<file path="src/dsp_pkg.sv">
// Functional notes
// [RQ1] Narrow port has 8-bit write-only direction register
// [RQ2] Narrow direction loads H'E0 on reset/hardware standby
// [RQ3] Software standby keeps every register unchanged
// [RQ4] Narrow output pins keep driving in software standby
// [RQ5] Narrow read: data bit if output, else pin
// [RQ6] Narrow data bits 7..5 fixed, read 1
// [RQ7] Narrow bits 4..2 pinless storage, 1 when input
// [RQ8] Narrow data loads H'E0 on reset/hardware standby
// [RQ9] Narrow pins always feed interrupt requests 1, 0
// [RQ10] Upper narrow pin output only in modes 6, 7
// [RQ11] Wide pin output when direction bit is 1
// [RQ12] Wide direction write-only, reads all ones
// [RQ13] Wide direction bits 5..0 pins, resets H'C0
// [RQ14] Wide output pins keep driving in software standby
// [RQ15] Wide read: data bit if output, else pin
// [RQ16] Wide data bits 7, 6 fixed, read 1
// [RQ17] Wide data loads H'C0 on reset/hardware standby
// [RQ18] Wide port behaves identically in every mode
// [RQ19] Wide pins shared with serial and interrupts 5, 4
// [RQ20] Narrow direction bits 1, 0 pins, reads ones
//
// Constants, register map and carrier types of the dual small port.
// Assumes a 40 MHz system clock and an Avalon-MM master with byte addressing.
package dsp_pkg;

	localparam int DATA_W = 8;
	localparam int NARROW_PINS = 2;
	localparam int WIDE_PINS = 6;

	// Register indices; byte address is four times the index
	localparam logic [15:0] IDX_NARROW_DIRECTION = 16'hFFCD;
	localparam logic [15:0] IDX_NARROW_DATA = 16'hFFCF;
	localparam logic [15:0] IDX_WIDE_DIRECTION = 16'hFFD0;
	localparam logic [15:0] IDX_WIDE_DATA = 16'hFFD2;
	localparam int IDX_SHIFT = 2;

	// Reset values and bit classes
	localparam logic [7:0] NARROW_RESET = 8'hE0;
	localparam logic [7:0] WIDE_RESET = 8'hC0;
	localparam logic [7:0] NARROW_STORE_MASK = 8'h1F;
	localparam logic [7:0] NARROW_PIN_MASK = 8'h03;
	localparam logic [7:0] WIDE_STORE_MASK = 8'h3F;
	localparam logic [7:0] WIDE_PIN_MASK = 8'h3F;
	localparam logic [7:0] WRITE_ONLY_READ = 8'hFF;
	localparam logic [31:0] UNMAPPED_READ = 32'h0000_0000;

	// Pin positions
	localparam int NARROW_UPPER_PIN = 1;
	localparam int WIDE_TXD_A = 0;
	localparam int WIDE_TXD_B = 1;
	localparam int WIDE_RXD_A = 2;
	localparam int WIDE_RXD_B = 3;
	localparam int WIDE_CLK_A = 4;
	localparam int WIDE_CLK_B = 5;

	// Operating modes
	localparam logic [2:0] MODE_SINGLE_6 = 3'h6;
	localparam logic [2:0] MODE_SINGLE_7 = 3'h7;

	// Bus answer sequencing
	typedef enum logic [0:0] {
		DSP_BUS_IDLE   = 1'b0,
		DSP_BUS_ANSWER = 1'b1
	} dsp_bus_state_t;

	// Drive of a pin group
	typedef struct packed {
		logic [WIDE_PINS-1:0] oe;
		logic [WIDE_PINS-1:0] dat;
	} dsp_wide_drive_t;

	typedef struct packed {
		logic [NARROW_PINS-1:0] oe;
		logic [NARROW_PINS-1:0] dat;
	} dsp_narrow_drive_t;

	// Pin levels handed to the serial channels
	typedef struct packed {
		logic rxd_a;
		logic rxd_b;
		logic clk_a;
		logic clk_b;
	} dsp_serial_sense_t;

	// External interrupt request levels
	typedef struct packed {
		logic req_5;
		logic req_4;
		logic req_1;
		logic req_0;
	} dsp_irq_t;

endpackage

</file>
<file path="src/dsp_port_bank.sv">
// One port: direction and data registers with the mixed read path.
// Assumes the parent qualifies writes and supplies pins padded to 8 bits.
module dsp_port_bank #(
	parameter logic [7:0] RESET_VAL  = 8'hE0,
	parameter logic [7:0] STORE_MASK = 8'h1F,
	parameter logic [7:0] PIN_MASK   = 8'h03
) (
	input  wire logic       clock_i,
	input  wire logic       rstn_i,
	input  wire logic       hw_standby_i,
	input  wire logic       hold_i,
	input  wire logic       wr_dir_i,
	input  wire logic       wr_dat_i,
	input  wire logic [7:0] wdata_i,
	input  wire logic [7:0] pin_i,
	output logic      [7:0] dir_o,
	output logic      [7:0] dat_o,
	output logic      [7:0] read_o
);

	logic [7:0] dir_reg;
	logic [7:0] dir_next;
	logic [7:0] dat_reg;
	logic [7:0] dat_next;

	// Fixed bits stay one; only storable bits take write data
	function automatic logic [7:0] merge(input logic [7:0] old_v, input logic [7:0] new_v);
		merge = (old_v & ~STORE_MASK) | (new_v & STORE_MASK);
	endfunction

	// Software standby holds: writes blocked, nothing reloaded
	assign dir_next = (wr_dir_i && !hold_i) ? merge(dir_reg, wdata_i) : dir_reg; // RQ3
	assign dat_next = (wr_dat_i && !hold_i) ? merge(dat_reg, wdata_i) : dat_reg; // RQ3

	// Hardware standby acts as a synchronous reload of reset values
	always_ff @(posedge clock_i or negedge rstn_i) begin
		if (!rstn_i) begin
			dir_reg <= RESET_VAL; // RQ2
			dat_reg <= RESET_VAL; // RQ8
		end else if (hw_standby_i) begin
			dir_reg <= RESET_VAL; // RQ13
			dat_reg <= RESET_VAL; // RQ17
		end else begin
			dir_reg <= dir_next;
			dat_reg <= dat_next;
		end
	end

	// Output bits show data, inputs show pin, pinless inputs show one
	assign read_o = ~STORE_MASK
		| (STORE_MASK & dir_reg & dat_reg) // RQ5
		| (STORE_MASK & ~dir_reg & PIN_MASK & pin_i) // RQ15
		| (STORE_MASK & ~dir_reg & ~PIN_MASK); // RQ7
	assign dir_o = dir_reg;
	assign dat_o = dat_reg;

endmodule

</file>
<file path="src/dsp_port_top.sv">
// Dual small pin port: a two-pin port and a six-pin port behind Avalon-MM.
// Assumes pins are synchronous to clock_i and the master holds requests
// until waitrequest is low. Serial pin selection is decided elsewhere and
// arrives here as a peripheral drive request per wide pin.
//
// The Avalon-MM register port is this design's own decision.
module dsp_port_top #(
	parameter int ADDR_W = 18
) (
	input  wire logic                       clock_i,
	input  wire logic                       rstn_i,
	// Standby and operating mode
	input  wire logic                       hw_standby_i,
	input  wire logic                       sw_standby_i,
	input  wire logic [2:0]                 mode_i,
	// Avalon-MM slave
	input  wire logic [ADDR_W-1:0]          avs_address_i,
	input  wire logic                       avs_read_i,
	input  wire logic                       avs_write_i,
	input  wire logic [3:0]                 avs_byteenable_i,
	input  wire logic [31:0]                avs_writedata_i,
	output logic      [31:0]                avs_readdata_o,
	output logic                            avs_waitrequest_o,
	// Narrow port pins
	input  wire logic [1:0]                 narrow_pin_i,
	output logic      [1:0]                 narrow_pin_o,
	output logic      [1:0]                 narrow_pin_oe_o,
	// Wide port pins
	input  wire logic [5:0]                 wide_pin_i,
	output logic      [5:0]                 wide_pin_o,
	output logic      [5:0]                 wide_pin_oe_o,
	// Serial channel sharing of the wide pins
	input  dsp_pkg::dsp_wide_drive_t        periph_drive_i,
	output dsp_pkg::dsp_serial_sense_t      serial_sense_o,
	// Interrupt request levels and mode misuse flag
	output dsp_pkg::dsp_irq_t               irq_o,
	output logic                            illegal_setting_o
);

	// Address decode
	logic [ADDR_W-1:0] addr_narrow_dir;
	logic [ADDR_W-1:0] addr_narrow_dat;
	logic [ADDR_W-1:0] addr_wide_dir;
	logic [ADDR_W-1:0] addr_wide_dat;
	logic              hit_narrow_dir;
	logic              hit_narrow_dat;
	logic              hit_wide_dir;
	logic              hit_wide_dat;
	logic              lane0;

	// Bus sequencing
	dsp_pkg::dsp_bus_state_t bus_state_reg;
	dsp_pkg::dsp_bus_state_t bus_state_next;
	logic                    req;
	logic                    take;
	logic                    wr_take;
	logic [31:0]             readdata_reg;
	logic [31:0]             readdata_next;
	logic [31:0]             read_mux;

	// Port bank wiring
	logic [7:0] narrow_pin_pad;
	logic [7:0] wide_pin_pad;
	logic [7:0] narrow_dir;
	logic [7:0] narrow_dat;
	logic [7:0] narrow_read;
	logic [7:0] wide_dir;
	logic [7:0] wide_dat;
	logic [7:0] wide_read;

	// Mode handling
	logic [2:0] mode_reg;
	logic       mode_taken_reg;
	logic       single_chip;
	logic       upper_gate;

	// Pin drive
	logic [1:0] narrow_oe;
	logic [5:0] wide_own_oe;
	logic [5:0] wide_oe;
	logic [5:0] wide_out;

	// Byte address of a register from its index
	function automatic logic [ADDR_W-1:0] reg_addr(input logic [15:0] idx);
		logic [ADDR_W-1:0] wide_idx;
		wide_idx = ADDR_W'(idx);
		reg_addr = ADDR_W'(wide_idx << dsp_pkg::IDX_SHIFT);
	endfunction

	// Places an 8-bit register value in the low lane of a bus word
	function automatic logic [31:0] low_lane(input logic [7:0] v);
		low_lane = {24'h00_0000, v};
	endfunction

	// Register addresses
	assign addr_narrow_dir = reg_addr(dsp_pkg::IDX_NARROW_DIRECTION);
	assign addr_narrow_dat = reg_addr(dsp_pkg::IDX_NARROW_DATA);
	assign addr_wide_dir   = reg_addr(dsp_pkg::IDX_WIDE_DIRECTION);
	assign addr_wide_dat   = reg_addr(dsp_pkg::IDX_WIDE_DATA);

	// Full decode; anything else is unmapped
	assign hit_narrow_dir = (avs_address_i == addr_narrow_dir);
	assign hit_narrow_dat = (avs_address_i == addr_narrow_dat);
	assign hit_wide_dir   = (avs_address_i == addr_wide_dir);
	assign hit_wide_dat   = (avs_address_i == addr_wide_dat);
	assign lane0          = avs_byteenable_i[0];

	// Request presence; read and write together are treated as no request
	assign req = avs_read_i ^ avs_write_i;

	// One wait cycle per access keeps read data registered
	always_comb begin
		bus_state_next = bus_state_reg;
		unique case (bus_state_reg)
			dsp_pkg::DSP_BUS_IDLE: begin
				if (req) begin
					bus_state_next = dsp_pkg::DSP_BUS_ANSWER;
				end
			end
			dsp_pkg::DSP_BUS_ANSWER: begin
				bus_state_next = dsp_pkg::DSP_BUS_IDLE;
			end
		endcase
	end

	// The access completes at the edge where waitrequest is low
	assign take              = req && (bus_state_reg == dsp_pkg::DSP_BUS_ANSWER);
	assign avs_waitrequest_o = req && (bus_state_reg == dsp_pkg::DSP_BUS_IDLE);
	assign wr_take           = take && avs_write_i && lane0;

	// Read selection; write-only registers answer all ones
	assign read_mux =
		hit_narrow_dir ? low_lane(dsp_pkg::WRITE_ONLY_READ) : // RQ20
		hit_narrow_dat ? low_lane(narrow_read) : // RQ5
		hit_wide_dir   ? low_lane(dsp_pkg::WRITE_ONLY_READ) : // RQ12
		hit_wide_dat   ? low_lane(wide_read) : // RQ15
		dsp_pkg::UNMAPPED_READ;

	// Read data sampled in the wait cycle, shown while waitrequest is low
	assign readdata_next = (req && avs_read_i && bus_state_reg == dsp_pkg::DSP_BUS_IDLE)
		? read_mux : readdata_reg;

	// Bus state and read data
	always_ff @(posedge clock_i or negedge rstn_i) begin
		if (!rstn_i) begin
			bus_state_reg <= dsp_pkg::DSP_BUS_IDLE;
			readdata_reg  <= dsp_pkg::UNMAPPED_READ;
		end else begin
			bus_state_reg <= bus_state_next;
			readdata_reg  <= readdata_next;
		end
	end

	assign avs_readdata_o = readdata_reg;

	// Mode straps caught on the first edge after reset release
	always_ff @(posedge clock_i or negedge rstn_i) begin
		if (!rstn_i) begin
			mode_reg       <= dsp_pkg::MODE_SINGLE_7;
			mode_taken_reg <= 1'b0;
		end else if (!mode_taken_reg) begin
			mode_reg       <= mode_i;
			mode_taken_reg <= 1'b1;
		end
	end

	// Only single-chip modes let the upper narrow pin drive
	assign single_chip = (mode_reg == dsp_pkg::MODE_SINGLE_6)
		|| (mode_reg == dsp_pkg::MODE_SINGLE_7); // RQ10
	assign upper_gate  = single_chip;

	// Pins padded to register width for the banks
	assign narrow_pin_pad = {6'h00, narrow_pin_i};
	assign wide_pin_pad   = {2'h0, wide_pin_i};

	// Narrow port registers
	dsp_port_bank #(
		.RESET_VAL  (dsp_pkg::NARROW_RESET),
		.STORE_MASK (dsp_pkg::NARROW_STORE_MASK),
		.PIN_MASK   (dsp_pkg::NARROW_PIN_MASK)
	) u_narrow (
		.clock_i      (clock_i),
		.rstn_i       (rstn_i),
		.hw_standby_i (hw_standby_i),
		.hold_i       (sw_standby_i),
		.wr_dir_i     (wr_take && hit_narrow_dir), // RQ1
		.wr_dat_i     (wr_take && hit_narrow_dat), // RQ6
		.wdata_i      (avs_writedata_i[7:0]),
		.pin_i        (narrow_pin_pad),
		.dir_o        (narrow_dir),
		.dat_o        (narrow_dat),
		.read_o       (narrow_read)
	);

	// Wide port registers
	dsp_port_bank #(
		.RESET_VAL  (dsp_pkg::WIDE_RESET),
		.STORE_MASK (dsp_pkg::WIDE_STORE_MASK),
		.PIN_MASK   (dsp_pkg::WIDE_PIN_MASK)
	) u_wide (
		.clock_i      (clock_i),
		.rstn_i       (rstn_i),
		.hw_standby_i (hw_standby_i),
		.hold_i       (sw_standby_i),
		.wr_dir_i     (wr_take && hit_wide_dir), // RQ13
		.wr_dat_i     (wr_take && hit_wide_dat), // RQ16
		.wdata_i      (avs_writedata_i[7:0]),
		.pin_i        (wide_pin_pad),
		.dir_o        (wide_dir),
		.dat_o        (wide_dat),
		.read_o       (wide_read)
	);

	// Narrow drive ignores software standby so outputs hold their state
	assign narrow_oe[0] = narrow_dir[0]; // RQ4
	assign narrow_oe[dsp_pkg::NARROW_UPPER_PIN] =
		narrow_dir[dsp_pkg::NARROW_UPPER_PIN] && upper_gate; // RQ10
	assign narrow_pin_oe_o = narrow_oe;
	assign narrow_pin_o    = narrow_dat[1:0];

	// A set upper direction bit outside single-chip modes is flagged
	assign illegal_setting_o = narrow_dir[dsp_pkg::NARROW_UPPER_PIN] && !upper_gate; // RQ10

	// Wide drive is mode independent; serial function overrides per pin
	assign wide_own_oe = wide_dir[5:0]; // RQ11
	assign wide_oe  = periph_drive_i.oe | wide_own_oe; // RQ19
	assign wide_out = (periph_drive_i.oe & periph_drive_i.dat)
		| (~periph_drive_i.oe & wide_dat[5:0]); // RQ14
	assign wide_pin_oe_o = wide_oe; // RQ18
	assign wide_pin_o    = wide_out;

	// Serial lines see raw pin levels whatever the direction
	assign serial_sense_o.rxd_a = wide_pin_i[dsp_pkg::WIDE_RXD_A]; // RQ19
	assign serial_sense_o.rxd_b = wide_pin_i[dsp_pkg::WIDE_RXD_B];
	assign serial_sense_o.clk_a = wide_pin_i[dsp_pkg::WIDE_CLK_A];
	assign serial_sense_o.clk_b = wide_pin_i[dsp_pkg::WIDE_CLK_B];

	// Interrupt logic always sees the pin, driven or not
	assign irq_o.req_0 = narrow_pin_i[0]; // RQ9
	assign irq_o.req_1 = narrow_pin_i[dsp_pkg::NARROW_UPPER_PIN]; // RQ9
	assign irq_o.req_4 = wide_pin_i[dsp_pkg::WIDE_CLK_A]; // RQ19
	assign irq_o.req_5 = wide_pin_i[dsp_pkg::WIDE_CLK_B]; // RQ19

endmodule

</file>
<file path="config.mk">
export PLATFORM = sky130hd
export DESIGN_NAME = dsp_port_top
export DESIGN_NICKNAME = d
export VERILOG_FILES = /design/src/dsp_pkg.sv /design/src/dsp_port_bank.sv /design/src/dsp_port_top.sv
export SDC_FILE = /design/constraint.sdc
export NUM_CORES = 1
export LEC_CHECK = 0
export BUFFER_PORTS_ARGS = -buffer_cell sky130_fd_sc_hd__buf_2
export CAP_MARGIN = 20
export CORE_MARGIN = 1.5
export CORE_UTILIZATION = 42
export CTS_CLUSTER_SIZE = 20
export DETAILED_ROUTE_END_ITERATION = 10
export HOLD_SLACK_MARGIN = 0.1
export PLACE_DENSITY_LB_ADDON = 0.2
export SKIP_LAST_GASP = 1
export SYNTH_ARGS = -nofsm -noshare
export SYNTH_HDL_FRONTEND = slang
export SYNTH_SLANG_ARGS = --single-unit
</file>
<file path="constraint.sdc">
create_clock -name clock_i -period 2.1 [get_ports clock_i]
set_input_delay 0.63 -clock clock_i [delete_from_list [all_inputs] [get_ports clock_i]]
set_output_delay 0.63 -clock clock_i [all_outputs]
set_load 0.01 [all_outputs]
</file>
Yosys cells after proc, flatten, opt, wreduce, memory -nomap -nowiden
Cells that the tools add are included.
{"block": "op_classes", "addsub": 0, "multipliers": 0, "div_mod_pow": 0, "n_lt_le_gt_ge": 0, "eq_ne": 6, "n_shift": 0, "mux": 14, "bitwise": 20, "reduce_logical": 23}
{"cell": "$mux W8", "n": 12}
{"cell": "$eq A18 B18 Y1 const B", "n": 4}
{"cell": "$and A6 B6 Y6", "n": 4}
{"cell": "$or A8 B5 Y8", "n": 3}
{"cell": "$or A8 B6 Y8", "n": 3}
{"cell": "$logic_and A1 B1 Y1", "n": 16}
{"cell": "$not A6 Y6", "n": 2}
{"cell": "$or A6 B6 Y6", "n": 2}
{"cell": "$or A8 B8 Y8", "n": 1}
{"cell": "$reduce_bool A2 Y1", "n": 4}
{"cell": "$eq A3 B3 Y1 const B", "n": 2}
{"cell": "$and A5 B5 Y5", "n": 1}
{"cell": "$not A5 Y5", "n": 1}
{"cell": "$and A2 B2 Y2", "n": 1}
{"cell": "$logic_not A1 Y1", "n": 2}
{"cell": "$pmux W1 S2", "n": 1}
{"cell": "$logic_or A1 B1 Y1", "n": 1}
{"cell": "$mux W1", "n": 1}
{"cell": "$not A1 Y1", "n": 1}
{"cell": "$xor A1 B1 Y1", "n": 1}
{"block": "totals", "reg_bits": 69, "latch_bits": 0, "mem_bits_rw": 0, "mem_bits_ro": 0, "inputBits": 83, "out_inout_bits": 58, "wordCells": 71, "memories": 0}

Depth between registers and ports, before layout
{"block": "logic_depth", "word_depth": 8, "depth_mapped": 7, "mapped_depth_nobuf": 6}

By module
Synthesis repeated with hierarchy kept, for this count alone.
{"block": "unflattened", "hier_cells": 233, "hier_area_um2": 2463.6}
{"mod": "dsp_port_top", "n_inst": 1, "cells_each": 113, "area_each_um2": 1059.8, "seq_area_each_um2": 302.8}
{"mod": "dsp_port_bank at u_wide", "n_inst": 1, "cells_each": 63, "area_each_um2": 732.0, "seq_area_each_um2": 352.8}
{"mod": "dsp_port_bank at u_narrow", "n_inst": 1, "cells_each": 57, "area_each_um2": 671.9, "seq_area_each_um2": 302.8}

Worst setup path after synthesis
Ideal clock, no wire load.
{"block": "synth_path", "path_type": "input port to flip-flop", "from": "input avs_write_i", "to": "register u_wide.dat_reg[0] (netlist: u_wide.dat_o[0])", "setup_time_ns": 0.125, "arrival_ns": 2.353, "required_time_ns": 1.975, "setup_slack_ns": -0.378, "stages": 7, "n_path_buf": 1, "cell_sequence": "inv_1 ha_1 or3b_1 or4_1 or3_1 buf_6 mux2i_1"}
{"block": "synth_via", "elab_chain_len": 7}
{"item": "start: declaration", "line": "dsp_port_top.sv:19", "rtl": "input wire logic avs_write_i,"}
{"item": "$xor A1 B1 Y1", "line": "dsp_port_top.sv:109", "rtl": "assign req = avs_read_i ^ avs_write_i;"}
{"item": "$logic_and A1 B1 Y1", "line": "dsp_port_top.sv:127", "rtl": "assign take = req && (bus_state_reg == dsp_pkg::DSP_BUS_ANSWER);"}
{"item": "$logic_and A1 B1 Y1 (*) (2 in series)", "line": "dsp_port_top.sv:129", "rtl": "assign wr_take = take && avs_write_i && lane0;"}
{"item": "$logic_and A1 B1 Y1 (*)", "line": "dsp_port_top.sv:206", "rtl": ".wr_dat_i (wr_take && hit_wide_dat),"}
{"item": "$logic_and A1 B1 Y1 (*)", "line": "dsp_port_bank.sv:33", "rtl": "assign dat_next = (wr_dat_i && !hold_i) ? merge(dat_reg, wdata_i) : dat_reg;"}
{"item": "$reduce_bool A2 Y1 (no source line) (*)"}
{"item": "end signal: assignment", "line": "dsp_port_bank.sv:45", "rtl": "dat_reg <= dat_next;"}
{"item": "end: declaration", "line": "dsp_port_bank.sv:23", "rtl": "logic [7:0] dat_reg;"}
Every way passes the cells marked *; elsewhere a longest branch is shown, timed or not.
A chain may end at the register's enable or synchronous reset.

Final worst setup path
{"block": "layout_path", "from": "input avs_write_i", "to": "register u_wide.dat_reg[5] (netlist: u_wide.dat_o[5])"}
Same word-level chain as after synthesis.

==> impl_metrics.py <==
metrics = {
    "power_and_ir_drop": {
        "p_leak_nw": 1.469,
        "power_density_mw_per_mm2": 584.1,
        "ir_worst_vdd_mv": 0.3950,
    },
    "critical_path": {
        "crit_path_max_incr_delay_ps": 430,
        "path_class": "input port to flop",
        "critPathSlowestCell": "or4_4",
        "cp-end-kind": "flop",
        "rrSetupSlack_ps": 440,
        "rr_startpoint": "bus_state_reg",
        "startpoint_type": "input port",
        "critPathArrivalTime_ps": 2370,
        "reg2reg_depth": 4,
        "reg2reg_to": "u_wide.dat_o[5]",
        "path_max_fanout": 6,
        "cp.required_ps": 2270,
        "critical_path.cell_chain": "buf_12, inv_12, ha_4, or3b_4, or4_4, or3_4, mux2i_1",
        "cp-startpoint": "avs_write_i",
    },
    "global_routing": {
        "antenna_found_initial": 0,
        "grt_pass1_vias": 1544,
        "grt_usage": 0.1714,
        "grt_pass1_wl_um": 6975,
        "grt_max_degree": 34,
        "grt_overflow_total": 0,
    },
    "synth": {
        "ys_seq_area_frac": 0.3964,
        "synth-xor-area-share": 0,
        "synthMuxAreaShare": 0.1868,
        "syn_avg_cell_area_um2": 10.05,
        "synth_top_family_by_area": "simple AND/OR/NAND/NOR gates",
        "synthCells": 208,
        "netlist_area_mm2": 0.002090,
        "post_synth_and_or_nand_nor_area_fraction": 0.2078,
        "yosysWarnings": 0,
        "synth_edf_count": 0,
        "ys_ff_latch": 33,
        "synthArstFlopShare": 1.000,
        "synth_fa_ha_area_frac": 0.005988,
        "synth_top_flop_cell": "dfrtp_1",
        "netlist-cell-type-count": 37,
        "synth_compound_area_frac": 0.04910,
    },
    "placed_design": {
        "io_buffers": 86,
        "place_area_mm2": 0.002529,
        "place_ws_ps": -560.0,
        "place_hpwl_um": 3339,
        "gp_congestion": 0.7599,
    },
    "detailed_routing": {
        "wl_per_cell_um": 11.93,
        "route.detailed.drc": 0,
        "dr_total_vias": 1656,
        "ant_nets": 0,
        "first_pass_iters": 4,
        "routed_wl_um": 4356,
        "vias_per_cell": 4.537,
        "first_iter_violations": 63,
    },
    "cts": {
        "clockBufferDepth": 2,
        "clkLatencyLatePin_ps": 280,
        "h-tree-depth": 2,
        "cts.sinks": 33,
        "numCtsBuffers": 5,
        "cts-root-buf": "clkbuf_8",
        "tritoncts": "built",
        "clk_pin_slew_ps": 70,
        "cts.hold.buffers_added": 0,
    },
    "timing": {
        "hold_viol": 0,
        "finalSetupViolations": 11,
        "relSlewSlack": 0.5127,
        "drv_slew": 0,
        "worst_pin_slew_ps": 731.0,
        "skew_ps": 4.582,
        "post-route-period-util": 1.048,
        "worst_slack_ps": -100.9,
        "layout_min_cycle_time_ps": 2201,
        "rsz0062_at_grt": "yes",
        "maxClockFrequency_ghz": 0.4544,
        "hold_slack_ps": 405.3,
    },
    "run_status": {
        "failed_checks": "negative setup slack",
        "status": "finished with violations",
    },
    "cells_and_area": {
        "areaGrowthSynthToFinish_pct": 28.08,
        "largest_reg_flops": 7,
        "fin_nets": 381,
        "drive_above_1_share": 0.4430,
        "final_common_cell": "buf_2",
        "antenna_cells": 0,
        "mostFrequentLayoutCells": "buf_2, dfrtp_1, mux2i_1",
        "fin_area_mm2": 0.002676,
    },
    "floorplan": {
        "dieArea_mm2": 0.005407,
        "die_w_um": 73.54,
        "start_util": 0.4395,
        "rows": 25,
        "die_h_um": 73.54,
        "core_area_mm2": 0.004755,
        "ioPinCount": 141,
    },
    "run": {
        "drv_cap": 0,
    },
    "worst_hold_path": {
        "hp-class": "input port to asynchronous set/reset pin",
    },
}
-- worst max-delay path: cells and delay by family --
family                   cells  cell delay [ps]
multiplexers                 1              150
adder cells (fa/ha/maj)      1              190
buffers and inverters        2              150
AND/OR/NAND/NOR              3             1250
-- cell type report --
type                    count  area (µm²)
flip-flops and latches     33       828.3
clock buffers               7       86.33
fillers                   474        2078
well taps                  67       83.83
multi-input cells         153        1062
repair buffers            102       565.5
clock inverters             1       30.03
inverters                   2       20.02
-- synthesized netlist by cell type, types with 2 or more instances --
| master | count | area share |
|---|---|---|
| buf_4 | 36 | 0.13 |
| dfrtp_1 | 31 | 0.37 |
| mux2i_1 | 30 | 0.14 |
| nand2b_1 | 29 | 0.087 |
| mux2_2 | 8 | 0.043 |
| nand3_1 | 8 | 0.019 |
| nor2_1 | 8 | 0.014 |
| a21oi_1 | 7 | 0.017 |
| or2_2 | 6 | 0.018 |
| o22ai_1 | 5 | 0.015 |
| nor2b_1 | 4 | 0.012 |
| clkbuf_1 | 3 | 0.0054 |
| nand2_1 | 3 | 0.0054 |
| and3_1 | 2 | 0.0060 |
| conb_1 | 2 | 0.0036 |
| dfstp_2 | 2 | 0.025 |
| inv_1 | 2 | 0.0036 |
| nor4b_1 | 2 | 0.0084 |
| or3_1 | 2 | 0.0060 |
-- repair_timing --
action,CTS,global route
setup buffers,0,1
resized for setup,7,2
endpoints found under the setup margin,11,11
pin swaps,1,1
-- worst max path at each step --
stage	endpoint	slack, ps	cells past startpoint
final	u_wide.dat_o[5]	-100	7
after global placement	u_narrow.dat_o[0]	-570	7
after floorplan	u_wide.dat_o[0]	-220	7
after global routing	u_wide.dat_o[5]	-160	7
after detailed placement	u_narrow.dat_o[0]	-560	7
after CTS	u_wide.dat_o[5]	-140	8
-- where the power goes --
part	switching [mW]	internal, mW
Clock	0.230	0.387
Combinational	0.139	0.128
Sequential	0.0140	0.667
Total	0.382	1.18
-- metrics by stage --
| step | utilization | total power, mW | TNS, ps | std cells |
|---|---|---|---|---|
| after detailed placement | 0.5318 | 0.9534 | -9198 | 357 |
| after global placement | 0.5318 | 0.9494 | -9278 | 357 |
| after CTS | 0.5616 | 1.580 | -1318 | 365 |
| final | 0.5629 | 1.563 | -911.1 | 365 |
| after floorplan | - | 0.8600 | -2665 | 231 |
| after global routing | 0.5629 | 1.647 | -1234 | 365 |
-- logic make-up (layout without fill, tap and decap cells) --
family,count (synthesis),after routing
adder cells (fa/ha/maj),1,1
AND/OR/NAND/NOR,72,72
flip-flops,33,33
AO/OA/AOI/OAI,17,17
buffers and inverters,45,112
multiplexers,38,38
other,2,25
-- per-layer routing --
metal / routed length [µm] / GRT usage
met1: 1941 / 0.2266
met2: 1992 / 0.2773
met3: 378 / 0.04801
met4: 44 / 0.04321
met5: 0 / 0
Note: power is estimated with default switching activity, not from simulation.
